<file path="config.mk">
export PLATFORM = sky130hd
export DESIGN_NAME = sleep_gating_regs
export DESIGN_NICKNAME = d
export VERILOG_FILES = /design/src/hdl/gating_pkg.sv /design/src/hdl/gate_cell_if.sv /design/src/hdl/sleep_gating_regs.sv /design/src/hdl/unit_gate_cell.sv
export SDC_FILE = /design/constraint.sdc
export NUM_CORES = 1
export LEC_CHECK = 0
export BUFFER_PORTS_ARGS = -buffer_cell sky130_fd_sc_hd__buf_4
export CAP_MARGIN = 5
export CORE_MARGIN = 10
export CORE_UTILIZATION = 40
export DETAILED_ROUTE_END_ITERATION = 8
export PLACE_DENSITY_LB_ADDON = 0.05
export SLEW_MARGIN = 15
export SYNTH_ARGS = -nofsm -noshare
export SYNTH_HDL_FRONTEND = slang
export SYNTH_HIERARCHICAL = 1
export SYNTH_SLANG_ARGS = --single-unit
</file>
<file path="constraint.sdc">
create_clock -name aclk -period 2.7 [get_ports aclk]
set_input_delay 0.81 -clock aclk [delete_from_list [all_inputs] [get_ports aclk]]
set_output_delay 0.81 -clock aclk [all_outputs]
set_load 0.03 [all_outputs]
</file>
<file path="src/hdl/gating_pkg.sv">
// Shared constants and types for the sleep-mode clock gating block.
package gating_pkg;
    localparam int unsigned ADDR_WIDTH = 12;
    localparam int unsigned UNIT_COUNT = 8;
    // Register byte offsets.
    localparam logic [11:0] RUN_GATES_OFFSET = 12'h104;
    localparam logic [11:0] SLEEP_GATES_OFFSET = 12'h114;
    localparam logic [11:0] DEEP_GATES_OFFSET = 12'h124;
    localparam logic [11:0] RUN_CONFIG_OFFSET = 12'h200;
    localparam logic [11:0] EVENT_STATUS_OFFSET = 12'h210;
    localparam logic [11:0] EVENT_CLEAR_OFFSET = 12'h214;
    localparam logic [11:0] EVENT_ENABLE_OFFSET = 12'h218;
    // Gate bit positions inside every gating register.
    localparam int unsigned ASYNC_SERIAL_A_GATE_BIT = 0;
    localparam int unsigned ASYNC_SERIAL_B_GATE_BIT = 1;
    localparam int unsigned SYNC_SERIAL_GATE_BIT = 4;
    localparam int unsigned QUADRATURE_DECODER_GATE_BIT = 8;
    localparam int unsigned GP_COUNTER_A_GATE_BIT = 16;
    localparam int unsigned GP_COUNTER_B_GATE_BIT = 17;
    localparam int unsigned GP_COUNTER_C_GATE_BIT = 18;
    localparam int unsigned COMPARATOR_GATE_BIT = 24;
    // Unit index to gate bit position; unit outputs follow this order.
    localparam int unsigned UNIT_GATE_BIT [UNIT_COUNT] = '{
        ASYNC_SERIAL_A_GATE_BIT, ASYNC_SERIAL_B_GATE_BIT, SYNC_SERIAL_GATE_BIT,
        QUADRATURE_DECODER_GATE_BIT, GP_COUNTER_A_GATE_BIT, GP_COUNTER_B_GATE_BIT,
        GP_COUNTER_C_GATE_BIT, COMPARATOR_GATE_BIT};
    // Writable gate bits; every other position is reserved and reads zero.
    localparam logic [31:0] GATE_WRITE_MASK = 32'h0107_0113;
    localparam logic [31:0] GATE_RESET = 32'h0000_0000;
    localparam logic [31:0] WORD_ZERO = 32'h0000_0000;
    // Run configuration and event register fields.
    localparam int unsigned AUTO_GATING_SELECT_BIT = 0;
    localparam int unsigned FAULT_EVENT_BIT = 0;
    localparam int unsigned MODE_EVENT_BIT = 1;
    localparam logic [31:0] EVENT_MASK = 32'h0000_0003;
    // Bus responses.
    localparam logic [1:0] RESP_OKAY = 2'h0;
    localparam logic [1:0] RESP_SLVERR = 2'h2;
    localparam logic [3:0] STROBE_ALL = 4'hF;
    typedef enum logic [1:0] {MODE_RUN, MODE_SLEEP, MODE_DEEP} power_mode_type;
endpackage : gating_pkg

</file>
<file path="src/hdl/gate_cell_if.sv">
// Connection between the register block and one per-unit gate cell.
`timescale 1ns/100ps
interface gate_cell_if;
    logic run_bit;
    logic sleep_bit;
    logic deep_bit;
    logic auto_select;
    gating_pkg::power_mode_type mode;
    logic access;
    logic enable;
    logic fault;
    modport control (output run_bit, output sleep_bit, output deep_bit, output auto_select,
        output mode, output access, input enable, input fault);
    modport cell_side (input run_bit, input sleep_bit, input deep_bit, input auto_select,
        input mode, input access, output enable, output fault);
endinterface : gate_cell_if

</file>
<file path="src/hdl/sleep_gating_regs.sv">
// AXI4-Lite register block holding the run, sleep and deep-sleep unit clock gates.
// Notes on behaviour
// - Each implemented gate bit is one unit's clock enable; set means clocked.
// - Any access to a unit whose clock is gated off answers with a fault.
// - All gate bits reset to zero; the whole register reads zero after reset.
// - Run mode uses the run gates, sleep the sleep gates, deep sleep the deep gates.
// - Sleep and deep-sleep gates apply only while auto gating select is set.
// - Comparator gate at bit 24, third counter 18, second counter 17.
// - First general-purpose counter gate at bit 16, read/write, reset zero.
// - Quadrature decoder gate at bit 8, read/write, reset zero.
// - Synchronous serial port gate at bit 4, read/write, reset zero.
// - Second async serial gate at bit 1, first at bit 0.
// - Reserved fields read zero and ignore writes.
// - Positions with no unit behave as reserved read-only zero.
`timescale 1ns/100ps
module sleep_gating_regs #(
    parameter int unsigned UNIT_COUNT = gating_pkg::UNIT_COUNT
) (
    input wire logic aclk,
    input wire logic aresetn,
    input wire logic [11:0] s_axi_awaddr,
    input wire logic s_axi_awvalid,
    output logic s_axi_awready,
    input wire logic [31:0] s_axi_wdata,
    input wire logic [3:0] s_axi_wstrb,
    input wire logic s_axi_wvalid,
    output logic s_axi_wready,
    output logic [1:0] s_axi_bresp,
    output logic s_axi_bvalid,
    input wire logic s_axi_bready,
    input wire logic [11:0] s_axi_araddr,
    input wire logic s_axi_arvalid,
    output logic s_axi_arready,
    output logic [31:0] s_axi_rdata,
    output logic [1:0] s_axi_rresp,
    output logic s_axi_rvalid,
    input wire logic s_axi_rready,
    input wire logic sleep_request,
    input wire logic deep_sleep_request,
    input wire logic [UNIT_COUNT-1:0] unit_access,
    output logic [UNIT_COUNT-1:0] unit_clock_enable,
    output logic [UNIT_COUNT-1:0] unit_access_fault,
    output logic irq
);
    logic aw_full_reg, aw_full_next, w_full_reg, w_full_next;
    logic awready_reg, awready_next, wready_reg, wready_next;
    logic [11:0] aw_addr_reg, aw_addr_next;
    logic [31:0] w_data_reg, w_data_next;
    logic [3:0] w_strb_reg, w_strb_next;
    logic bvalid_reg, bvalid_next;
    logic [1:0] bresp_reg, bresp_next;
    logic arready_reg, arready_next, rvalid_reg, rvalid_next;
    logic [31:0] rdata_reg, rdata_next;
    logic [1:0] rresp_reg, rresp_next;
    logic [31:0] run_gates_reg, run_gates_next;
    logic [31:0] sleep_unit_clock_gates_reg, sleep_unit_clock_gates_next;
    logic [31:0] deep_gates_reg, deep_gates_next;
    logic auto_gating_select_reg, auto_gating_select_next;
    logic [31:0] status_reg, status_next, enable_reg, enable_next;
    logic irq_reg, irq_next;
    gating_pkg::power_mode_type mode_reg, mode_next;
    logic do_write, ar_take;
    logic [31:0] events;
    logic [31:0] clear_bits;
    logic [UNIT_COUNT-1:0] cell_enable, cell_fault;

    // Merges the enabled byte lanes of new data over an old word.
    function automatic logic [31:0] merge_lanes(input logic [31:0] old_word,
        input logic [31:0] new_word, input logic [3:0] strb);
        logic [31:0] result;
        result = old_word;
        for (int lane = 0; lane < 4; lane++) begin
            if (strb[lane]) begin
                result[lane*8 +: 8] = new_word[lane*8 +: 8];
            end
        end
        return result;
    endfunction : merge_lanes

    // Tells whether an address hits a mapped register.
    function automatic logic is_mapped(input logic [11:0] addr);
        return addr == gating_pkg::RUN_GATES_OFFSET || addr == gating_pkg::SLEEP_GATES_OFFSET
            || addr == gating_pkg::DEEP_GATES_OFFSET || addr == gating_pkg::RUN_CONFIG_OFFSET
            || addr == gating_pkg::EVENT_STATUS_OFFSET || addr == gating_pkg::EVENT_CLEAR_OFFSET
            || addr == gating_pkg::EVENT_ENABLE_OFFSET;
    endfunction : is_mapped

    // Write channel: hold address and data in either order, then write and answer.
    always_comb begin
        aw_full_next = aw_full_reg | (s_axi_awvalid & awready_reg);
        w_full_next = w_full_reg | (s_axi_wvalid & wready_reg);
        aw_addr_next = (s_axi_awvalid & awready_reg) ? s_axi_awaddr : aw_addr_reg;
        w_data_next = (s_axi_wvalid & wready_reg) ? s_axi_wdata : w_data_reg;
        w_strb_next = (s_axi_wvalid & wready_reg) ? s_axi_wstrb : w_strb_reg;
        do_write = aw_full_reg & w_full_reg & ~bvalid_reg;
        bvalid_next = bvalid_reg & ~s_axi_bready;
        bresp_next = bresp_reg;
        if (do_write) begin
            aw_full_next = 1'b0;
            w_full_next = 1'b0;
            bvalid_next = 1'b1;
            bresp_next = is_mapped(aw_addr_reg) ? gating_pkg::RESP_OKAY : gating_pkg::RESP_SLVERR;
        end
        awready_next = ~aw_full_next;
        wready_next = ~w_full_next;
    end

    // Register updates from bus writes; reserved positions are masked off.
    always_comb begin
        run_gates_next = run_gates_reg;
        sleep_unit_clock_gates_next = sleep_unit_clock_gates_reg;
        deep_gates_next = deep_gates_reg;
        auto_gating_select_next = auto_gating_select_reg;
        enable_next = enable_reg;
        clear_bits = gating_pkg::WORD_ZERO;
        if (do_write) begin
            unique case (aw_addr_reg)
                gating_pkg::RUN_GATES_OFFSET: run_gates_next = gating_pkg::GATE_WRITE_MASK
                    & merge_lanes(run_gates_reg, w_data_reg, w_strb_reg);
                gating_pkg::SLEEP_GATES_OFFSET:
                    sleep_unit_clock_gates_next = gating_pkg::GATE_WRITE_MASK
                    & merge_lanes(sleep_unit_clock_gates_reg, w_data_reg, w_strb_reg);
                gating_pkg::DEEP_GATES_OFFSET: deep_gates_next = gating_pkg::GATE_WRITE_MASK
                    & merge_lanes(deep_gates_reg, w_data_reg, w_strb_reg);
                gating_pkg::RUN_CONFIG_OFFSET: begin
                    if (w_strb_reg[0]) begin
                        auto_gating_select_next =
                            w_data_reg[gating_pkg::AUTO_GATING_SELECT_BIT];
                    end
                end
                gating_pkg::EVENT_CLEAR_OFFSET: clear_bits = gating_pkg::EVENT_MASK
                    & merge_lanes(gating_pkg::WORD_ZERO, w_data_reg, w_strb_reg);
                gating_pkg::EVENT_ENABLE_OFFSET: enable_next = gating_pkg::EVENT_MASK
                    & merge_lanes(enable_reg, w_data_reg, w_strb_reg);
                default: ;
            endcase
        end
    end

    // Read channel: one read at a time, answered the cycle after the address.
    always_comb begin
        ar_take = s_axi_arvalid & arready_reg;
        rvalid_next = rvalid_reg & ~s_axi_rready;
        rdata_next = rdata_reg;
        rresp_next = rresp_reg;
        if (ar_take) begin
            rvalid_next = 1'b1;
            rresp_next = gating_pkg::RESP_OKAY;
            unique case (s_axi_araddr)
                gating_pkg::RUN_GATES_OFFSET: rdata_next = run_gates_reg;
                gating_pkg::SLEEP_GATES_OFFSET: rdata_next = sleep_unit_clock_gates_reg;
                gating_pkg::DEEP_GATES_OFFSET: rdata_next = deep_gates_reg;
                gating_pkg::RUN_CONFIG_OFFSET: rdata_next = {31'h0000_0000, auto_gating_select_reg};
                gating_pkg::EVENT_STATUS_OFFSET: rdata_next = status_reg;
                gating_pkg::EVENT_CLEAR_OFFSET: rdata_next = gating_pkg::WORD_ZERO;
                gating_pkg::EVENT_ENABLE_OFFSET: rdata_next = enable_reg;
                default: begin
                    rdata_next = gating_pkg::WORD_ZERO;
                    rresp_next = gating_pkg::RESP_SLVERR;
                end
            endcase
        end
        arready_next = ~rvalid_next;
    end

    // Power mode tracking, sticky events and the interrupt level.
    always_comb begin
        mode_next = gating_pkg::MODE_RUN;
        if (deep_sleep_request) begin
            mode_next = gating_pkg::MODE_DEEP;
        end else if (sleep_request) begin
            mode_next = gating_pkg::MODE_SLEEP;
        end
        events = gating_pkg::WORD_ZERO;
        events[gating_pkg::FAULT_EVENT_BIT] = |cell_fault;
        events[gating_pkg::MODE_EVENT_BIT] = mode_next != mode_reg;
        status_next = (status_reg & ~clear_bits) | events;
        irq_next = |(status_next & enable_next);
    end

    // All state registers; gates and flags reset to zero.
    always_ff @(posedge aclk) begin
        if (!aresetn) begin
            aw_full_reg <= 1'b0;
            w_full_reg <= 1'b0;
            awready_reg <= 1'b0;
            wready_reg <= 1'b0;
            aw_addr_reg <= 12'h000;
            w_data_reg <= gating_pkg::WORD_ZERO;
            w_strb_reg <= 4'h0;
            bvalid_reg <= 1'b0;
            bresp_reg <= gating_pkg::RESP_OKAY;
            arready_reg <= 1'b0;
            rvalid_reg <= 1'b0;
            rdata_reg <= gating_pkg::WORD_ZERO;
            rresp_reg <= gating_pkg::RESP_OKAY;
            run_gates_reg <= gating_pkg::GATE_RESET;
            sleep_unit_clock_gates_reg <= gating_pkg::GATE_RESET;
            deep_gates_reg <= gating_pkg::GATE_RESET;
            auto_gating_select_reg <= 1'b0;
            status_reg <= gating_pkg::WORD_ZERO;
            enable_reg <= gating_pkg::WORD_ZERO;
            irq_reg <= 1'b0;
            mode_reg <= gating_pkg::MODE_RUN;
        end else begin
            aw_full_reg <= aw_full_next;
            w_full_reg <= w_full_next;
            awready_reg <= awready_next;
            wready_reg <= wready_next;
            aw_addr_reg <= aw_addr_next;
            w_data_reg <= w_data_next;
            w_strb_reg <= w_strb_next;
            bvalid_reg <= bvalid_next;
            bresp_reg <= bresp_next;
            arready_reg <= arready_next;
            rvalid_reg <= rvalid_next;
            rdata_reg <= rdata_next;
            rresp_reg <= rresp_next;
            run_gates_reg <= run_gates_next;
            sleep_unit_clock_gates_reg <= sleep_unit_clock_gates_next;
            deep_gates_reg <= deep_gates_next;
            auto_gating_select_reg <= auto_gating_select_next;
            status_reg <= status_next;
            enable_reg <= enable_next;
            irq_reg <= irq_next;
            mode_reg <= mode_next;
        end
    end

    // One gate cell per unit, fed from that unit's bit of each gating register.
    for (genvar u = 0; u < UNIT_COUNT; u++) begin : gen_unit
        gate_cell_if link ();
        assign link.run_bit = run_gates_reg[gating_pkg::UNIT_GATE_BIT[u]];
        assign link.sleep_bit = sleep_unit_clock_gates_reg[gating_pkg::UNIT_GATE_BIT[u]];
        assign link.deep_bit = deep_gates_reg[gating_pkg::UNIT_GATE_BIT[u]];
        assign link.auto_select = auto_gating_select_reg;
        assign link.mode = mode_reg;
        assign link.access = unit_access[u];
        assign cell_enable[u] = link.enable;
        assign cell_fault[u] = link.fault;
        unit_gate_cell gate_cell (
            .aclk(aclk),
            .aresetn(aresetn),
            .link(link)
        );
    end

    // Outputs come straight from flip-flops here or in the gate cells.
    assign s_axi_awready = awready_reg;
    assign s_axi_wready = wready_reg;
    assign s_axi_bvalid = bvalid_reg;
    assign s_axi_bresp = bresp_reg;
    assign s_axi_arready = arready_reg;
    assign s_axi_rvalid = rvalid_reg;
    assign s_axi_rdata = rdata_reg;
    assign s_axi_rresp = rresp_reg;
    assign unit_clock_enable = cell_enable;
    assign unit_access_fault = cell_fault;
    assign irq = irq_reg;
endmodule : sleep_gating_regs

</file>
<file path="src/hdl/unit_gate_cell.sv">
// One unit's effective clock enable and its access fault flag.
`timescale 1ns/100ps
module unit_gate_cell (
    input wire logic aclk,
    input wire logic aresetn,
    gate_cell_if.cell_side link
);
    logic enable_reg;
    logic enable_next;
    logic fault_reg;
    logic fault_next;

    // Pick the gating source from the power mode; sleep sources only under auto gating.
    always_comb begin
        enable_next = link.run_bit;
        if (link.auto_select) begin
            unique case (link.mode)
                gating_pkg::MODE_RUN: enable_next = link.run_bit;
                gating_pkg::MODE_SLEEP: enable_next = link.sleep_bit;
                gating_pkg::MODE_DEEP: enable_next = link.deep_bit;
            endcase
        end
        fault_next = link.access & ~enable_reg;
    end

    // Register the enable and the fault; both start cleared.
    always_ff @(posedge aclk) begin
        if (!aresetn) begin
            enable_reg <= 1'b0;
            fault_reg <= 1'b0;
        end else begin
            enable_reg <= enable_next;
            fault_reg <= fault_next;
        end
    end

    assign link.enable = enable_reg;
    assign link.fault = fault_reg;
endmodule : unit_gate_cell

</file>
# --- Yosys cells after proc, flatten, opt, wreduce, memory -nomap -nowiden ---
# Cells that the tools add are included.
totals:
  register_bits: 192
  elab_cells: 152
op_classes:
  n_eq_ne: 17
  mux: 31
  bitwise_logic: 35
  n_reduce_logical: 23
ops:
  columns: ["operator", "n"]
  rows:
  - ["32-bit one-hot mux with 6 select lines", 1]
  - ["12-bit by 10-bit equality test with 1-bit output (second input constant)", 8]
  - ["12-bit by 9-bit equality test with 1-bit output (second input constant)", 6]
  - ["32-bit bitwise AND", 2]
  - ["32-bit 2-to-1 mux", 2]
  - ["3-bit AND reduction", 13]
  - ["32-bit inverter", 1]
  - ["32-bit by 2-bit OR with 32-bit output", 1]
  - ["32-bit OR reduction", 1]
  - ["1-bit one-hot mux with 3 select lines", 8]
  - ["1-bit bitwise AND", 15]
  - ["2-bit 2-to-1 mux", 7]
  - ["1-bit inverter", 14]
  - ["1-bit 2-to-1 mux", 13]
  - ["8-bit OR reduction", 1]
  - ["7-bit OR reduction", 1]
  - ["1-bit logical OR", 6]
  - ["2-bit by 1-bit equality test with 1-bit output (second input constant)", 1]
  - ["2-bit equality test (second input constant)", 1]
  - ["2-bit zero test", 1]
  - ["2-bit != test", 1]
  - ["1-bit OR", 2]

# --- Longest topological paths before layout ---
# Gate-level depths: netlist of the first run.
depth:
  word_depth: 8
  ltp_mapped: 6
  ltp_nobuf: 5

# --- Modules after synthesis ---
# The synthesis of the first run kept the hierarchy.
modules_own_cells:
  columns: ["mod", "instances", "cells_per_inst", "area_each_um2", "seq_area_each_um2"]
  rows:
  - ["sleep_gating_regs", 1, 407, 3413.3, 1461.4]
  - ["unit_gate_cell", 8, 11, 112.6, 40.0]

# --- Worst setup path after synthesis of the first run ---
# OpenSTA, ideal clock, no wires.
synth_path:
  path_type: "input to register"
  startpoint: "input s_axi_araddr[11]"
  endpoint: "register rdata_reg[0], in the netlist s_axi_rdata[0]"
  setup_time_ps: 74
  arrival_ps: 2243
  required_time_ps: 2626
  slack_ps: 383
  cell_stages: 5
  path_cell_list: "or4_1 -> nor3_1 -> a32oi_1 -> or4_1 -> a31oi_1"
synth_via:
  elab_chain_cells: 2
synth_lines:
  columns: ["element", "line_no", "rtl"]
  rows:
  - ["start, declared", "sleep_gating_regs.sv:31", "input wire logic [11:0] s_axi_araddr,"]
  - ["12-bit by 10-bit equality test with 1-bit output or 12-bit by 9-bit equality test with 1-bit output (tied branches)", "sleep_gating_regs.sv:149", "unique case (s_axi_araddr)"]
  - ["32-bit one-hot mux with 6 select lines (*)", "sleep_gating_regs.sv:149", null]
  - ["end signal, assigned", "sleep_gating_regs.sv:195", "rdata_reg <= gating_pkg::WORD_ZERO;"]
  - ["end signal, assigned", "sleep_gating_regs.sv:217", "rdata_reg <= rdata_next;"]
  - ["end, declared", "sleep_gating_regs.sv:53", "logic [31:0] rdata_reg, rdata_next;"]
# Every way passes the cells marked *; elsewhere a longest branch is shown, timed or not.
# A chain may end at the register's enable or synchronous reset.

# --- Final worst setup path of the first run ---
# Same ends and word-level chain as after synthesis.

==> run_results.csv, run 1 <==
group,metric,value,unit
outcome,status,"completed",
power,peakVddDrop,213,µV
clocking,clkSinkCount,89,
finish,largest_reg_flops,12,
timing,report.final.setup_viol,0,
clocking,post_cts_resized,0,
floorplanning,rows,37,
finish,nNetsFinal,654,
route,drc,0,
synth,yosysWarnings,6,
route,viasPerCell,4.97,
placement,placed_area,0.00487,mm²
grt,grt_pass1_vias,3562,
route,drtIter0Drc,126,
timing,rsz0062_at_grt,"false",
route,routed_wl,10.7,mm
finish,n_fill_cell,1039,
timing,fin_crit,2.17,ns
clocking,cts_root_buffer,"clkbuf_8",
grt,grt_max_degree,45,
timing,maxSlewHeadroom,50.2,%
clocking,cts_buffers,9,
job,drv_cap,0,
clocking,htreeDepth,3,
synth,synth-compound-area-share,11.1,%
floorplanning,start_util,41.4,%
timing,maxSlewViolCount,0,
timing,finalCritPeriodShare,80.4,%
timing,fmax,460,MHz
grt,grt_pass1_wl,17.5,mm
synth,synth_top_family_by_area,"simple AND/OR/NAND/NOR gates",
route,wl_per_cell,15.3,µm
floorplanning,die-area,0.0153,mm²
floorplanning,fp.coreArea,0.0104,mm²
finish,fin_area,0.00504,mm²
worst_setup_path,worstSetupPathType,"in -> reg",
synth,ys_seq_area_share,41.3,%
route,via_count,3486,
worst_setup_path,start_kind,"input pin",
finish,drive_above_1_share,21.2,%
finish,synthToLayoutAreaGrowth,16.9,%
grt,grt.overflow.total,0,
clocking,cts_hold_buffers,0,
route,drtPass1Iterations,4,
finish,n_antenna_cell,0,
floorplanning,io_pins,135,
placement,port_buffers,84,
worst_setup_path,required,2.99,ns
floorplanning,fp.dieW,124,µm
grt,track_usage,14.3,%
synth,synth-adder-area-share,4.64,%
synth,synth_mux_area_share,8.53,%
clocking,cts_tree,"yes",
synth,ys_ff_latch,89,
floorplanning,die_h,124,µm
finish,fin_util,48.4,%
placement,dpl.cell_count,686,
placement,gpl.final_weighted_congestion,0.809,
timing,fin_skew,0.00959,ns
synth,synth_edf_count,0,
power,design_power_total,2.54,mW
synth,synth-simple-area-share,23.2,%
synth,synth-xor-area-share,0.406,%
timing,tns,0,ns
power,power_density,505,mW/mm²
clocking,clockBufferDepth,2,
power,p_leak,2.21,nW
clocking,post_cts_buffers,0,
synth,avgSynthCellArea,8.72,µm²
min_path,hold_path.class,"reg -> reg",
worst_setup_path,cp-end-kind,"flop",
synth,yosysUniqueCellTypes,46,
synth,syn_area,0.00431,mm²
timing,worst_slew_pin_slew,0.746,ns
grt,antenna_found_initial,0,
synth,synthCells,495,
clocking,path_clk_slew,0.08,ns
placement,hpwlAfterDp,8.33,mm
route,antenna_violating_nets_post_route,0,
clocking,insertion_delay,0.36,ns
synth,synth-async-reset-ratio,0,%
timing,hold_viol_final,0,
worst_setup_path,arrival,2.46,ns
finish,fin_cells,702,
worst_setup_path,worstPathMaxFanout,5,
synth,synth_ff_type,"dfxtp_1",
metal layers:
metal | up-vias | wire length [µm] | share of wire (%) | track usage (%)
met2 | 81 | 5050 | 47 | 23.4
met3 | 12 | 752 | 7.0 | 3.26
met1 | 1640 | 4770 | 45 | 17.7
met5 | - | 0 | 0 | 0
li1 | 1753 | - | - | -
met4 | 0 | 136 | 1.3 | 5.82
power breakdown:
group / leakage, nW / internal, mW / switching, mW
registers: 0.724 / 1.35 / 0.0406
logic: 1.39 / 0.125 / 0.200
clock network: 0.0867 / 0.385 / 0.444
total: 2.21 / 1.86 / 0.685
cells in the final DEF, fill, tap and decap left out, types with 5 or more instances in the layout:
| cell type | count |
|---|---|
| nand3_1 | 10 |
| mux2i_1 | 30 |
| nor3_1 | 6 |
| ha_1 | 16 |
| inv_1 | 21 |
| nand2_1 | 64 |
| a21oi_1 | 40 |
| nor2b_4 | 8 |
| dfxtp_1 | 89 |
| clkbuf_8 | 11 |
| and3b_1 | 8 |
| o21ai_1 | 8 |
| conb_1 | 26 |
| nor2_1 | 45 |
| nor4_1 | 5 |
| buf_4 | 89 |
| a22oi_1 | 15 |
| mux2_2 | 6 |
| o21ai_0 | 11 |
| and2_1 | 11 |
layout make-up:
type / instances / area [µm²] / share of cell area (%)
clock inverter: 2 / 12.5 / 0.248
sequential: 89 / 1780 / 35.3
multi-input combinational: 350 / 2160 / 42.9
timing repair buffer: 89 / 668 / 13.3
inverter: 22 / 82.6 / 1.64
clock buffer: 14 / 163 / 3.23
tap: 136 / 170 / 3.38
cells in the mapped netlist (6+ instances only):
master    instances  area share [%]
a21oi_1          40             4.6
a22oi_1          15             2.6
and2_1           11             1.6
and3b_1           8             1.6
buf_4            42             7.3
clkbuf_1         16             1.4
dfxtp_1          89              41
ha_1             16             4.6
inv_1            21             1.8
mux2_2            6             1.6
mux2i_1          30             7.0
nand2_1          64             5.6
nand3_1          10             1.2
nor2_1           45             3.9
nor2b_4           8             2.6
nor3_1            6            0.70
o21ai_0          11             1.3
o21ai_1           8            0.93
critical path: stages:
cell and delay (ns):
buf_4 0.10, or4_1 0.60, nor3_1 0.24, a32oi_1 0.13, or4_1 0.41, a31oi_1 0.16
worst paths after layout:
path / start / cells after the start / slack, ns / end
min reg2reg: aw_addr_reg[11] / 2 / 0.46 / aw_addr_reg[11]
max reg2reg: aw_addr_reg[10] / 5 / 0.61 / deep_gates_reg[4]
min: aw_addr_reg[11] / 2 / 0.46 / aw_addr_reg[11]
max: s_axi_araddr[11] / 6 / 0.53 / s_axi_rdata[0]
metrics by stage:
| step | hold WS (ns) | worst slack, ns |
|---|---|---|
| 2_1_floorplan | 0.432 | 0.383 |
| 3_3_place_gp | 0.448 | 0.178 |
| 3_5_place_dp | 0.450 | 0.160 |
| 4_1_cts | 0.461 | 0.548 |
| 5_1_grt | 0.483 | 0.404 |
| 6_report | 0.460 | 0.528 |
cell families (layout without fill, tap and decap cells):
logic type / after synthesis / after routing
other: 1 / 26
buffers and inverters: 81 / 127
muxes: 36 / 36
AOI/OAI and AO/OA: 83 / 83
DFF: 89 / 89
xor gates and xnor gates: 2 / 2
and+or+nand+nor: 187 / 187
adders and majority gates: 16 / 16
Power figures use the tool's default switching activity.
==> run 2: changes to the inputs <==
==> constraint.sdc (replaced) <==
create_clock -name aclk -period 2 [get_ports aclk]
set_input_delay 0.6 -clock aclk [delete_from_list [all_inputs] [get_ports aclk]]
set_output_delay 0.6 -clock aclk [all_outputs]
set_load 0.03 [all_outputs]
==> run 2 against run 1 <==
- sequential share of layout area down 1.0 points
- global-route usage rose by 0.092 points
- first-iteration DRC count grew 4.0%
- sequential cell count stayed put
- die area is the same
- clock-buffer cell count unchanged
- setup slack lost 0.52 ns
- cell count grew 1.9%
- combinational power rose by 46%
- largest power group unchanged
- highest routed layer unchanged
==> run_results.csv, run 2 (same netlist as run 1, synthesis figures left out) <==
group,metric,value,unit
outcome,status,"completed",
route,drc,0,
clocking,htreeDepth,3,
floorplanning,io_pins,135,
worst_setup_path,cp-end-kind,"flop",
timing,rsz0062_at_grt,"true",
worst_setup_path,r2r_setup_slack,0.004,ns
finish,synthToLayoutAreaGrowth,20.3,%
floorplanning,rows,37,
route,antenna_violating_nets_post_route,0,
timing,tns,0,ns
route,via_count,3557,
worst_setup_path,worstSetupPathType,"reg -> reg",
min_path,min_to,"gen_unit[0].link.mode[0]",
timing,report.final.setup_viol,0,
min_path,hold_path.class,"in -> reg",
timing,fmax,501,MHz
timing,hold_viol_final,0,
finish,n_fill_cell,1034,
finish,multi_input_area,0.00220,mm²
finish,largest_reg_flops,12,
finish,final_cell_mix,"buf_4 (103), dfxtp_1 (89), nand2_1 (64)",
worst_setup_path,path_buf_inv,0,
floorplanning,die-area,0.0153,mm²
route,drtPass1Iterations,4,
clocking,path_clk_slew,0.08,ns
timing,fin_skew,0.00489,ns
placement,hpwlAfterDp,8.32,mm
finish,nNetsFinal,669,
route,drtIter0Drc,131,
finish,fin_cells,715,
clocking,cts_hold_buffers,0,
grt,track_usage,14.4,%
route,wl_per_cell,15.6,µm
clocking,clkSinkCount,89,
placement,gpl.final_weighted_congestion,0.811,
worst_setup_path,r2r_end,"deep_gates_reg[1]",
clocking,clockBufferDepth,2,
timing,setup_slack,0.00411,ns
placement,place_ws,-0.202,ns
finish,n_antenna_cell,0,
floorplanning,fp.coreArea,0.0104,mm²
worst_setup_path,required,2.24,ns
worst_setup_path,slowest_delay,0.55,ns
timing,maxSlewViolCount,0,
job,drv_cap,0,
floorplanning,start_util,41.4,%
floorplanning,fp.dieW,124,µm
min_path,holdPathStages,2,
placement,placed_area,0.00500,mm²
clocking,cts_buffers,9,
worst_setup_path,start_kind,"flop",
clocking,cts_root_buffer,"clkbuf_8",
clocking,insertion_delay,0.35,ns
worst_setup_path,critPathSlowestCell,"or4_4",
finish,mostFrequentLayoutCell,"buf_4",
worst_setup_path,worstPathCellList,"or4_4 -> or3b_4 -> or3_4 -> mux2i_1 -> nor2_1",
grt,antenna_found_initial,0,
route,viasPerCell,4.97,
placement,port_buffers,84,
timing,fin_crit,2.00,ns
grt,grt_pass1_vias,3515,
worst_setup_path,worstPathMaxFanout,4,
grt,grt.overflow.total,0,
finish,fin_util,49.8,%
worst_setup_path,reg2reg_from,"aw_addr_reg[10]",
finish,fin_area,0.00519,mm²
power,power_density,664,mW/mm²
min_path,hp-start,"deep_sleep_request",
power,p_leak,2.29,nW
finish,final-seq-area,0.00178,mm²
worst_setup_path,arrival,2.24,ns
grt,grt_pass1_wl,17.4,mm
worst_setup_path,rr_worst_depth,5,
power,design_power_total,3.45,mW
grt,grt_max_degree,59,
clocking,cts_tree,"yes",
timing,finalCritPeriodShare,99.8,%
route,routed_wl,11.1,mm
floorplanning,die_h,124,µm
worst_setup_path,cp_top_family,"simple AND/OR/NAND/NOR gates",
finish,drive_above_1_share,24.2,%
placement,dpl.cell_count,701,
power,peakVddDrop,306,µV
timing,timing.hold.ws,0.426,ns
[run 2: worst max path at each step]
stage                startpoint                 to  slack, ns  cells past startpoint
2_1_floorplan  s_axi_araddr[11]     s_axi_rdata[0]     -0.005                      5
3_3_place_gp   s_axi_araddr[11]     s_axi_rdata[0]      -0.16                      6
3_5_place_dp   s_axi_araddr[11]     s_axi_rdata[0]      -0.20                      6
4_1_cts         aw_addr_reg[10]  deep_gates_reg[1]     -0.005                      5
5_1_grt         aw_addr_reg[10]  deep_gates_reg[1]      -0.05                      5
6_report        aw_addr_reg[10]  deep_gates_reg[1]      0.004                      5
[run 2: repair_timing]
item                                   CTS  global route
gates resized for setup                  3             2
setup buffers                            0             0
endpoints found under the hold margin    0             0
setup endpoints to repair                3             6
[run 2: worst register-to-register path, cell delays in order (launching register included)]
cell	delay, ns
dfxtp_1	0.32
or4_4	0.55
or3b_4	0.42
or3_4	0.37
mux2i_1	0.16
nor2_1	0.06
[run 2: cell type report]
class | count | area share, %
Clock buffer | 14 | 3.13
Inverter | 22 | 1.59
Multi-Input combinational cell | 350 | 42.4
Sequential cell | 89 | 34.3
Tap cell | 136 | 3.28
Timing Repair Buffer | 104 | 15.3
[run 2: report_power, final]
part | leakage, nW | switching (mW) | internal [mW]
Sequential | 0.724 | 0.0431 | 1.82
Combinational | 1.49 | 0.292 | 0.183
Clock | 0.0826 | 0.598 | 0.509
[run 2: per-layer routing]
metal  global-route usage, %  wire length, µm  vias to the layer above
met2                    23.1             5140                       98
met3                    3.03              760                       11
li1                        -                -                     1791
met4                    5.90              142                        0
met1                    18.4             5100                     1657
met5                       0                0                        -
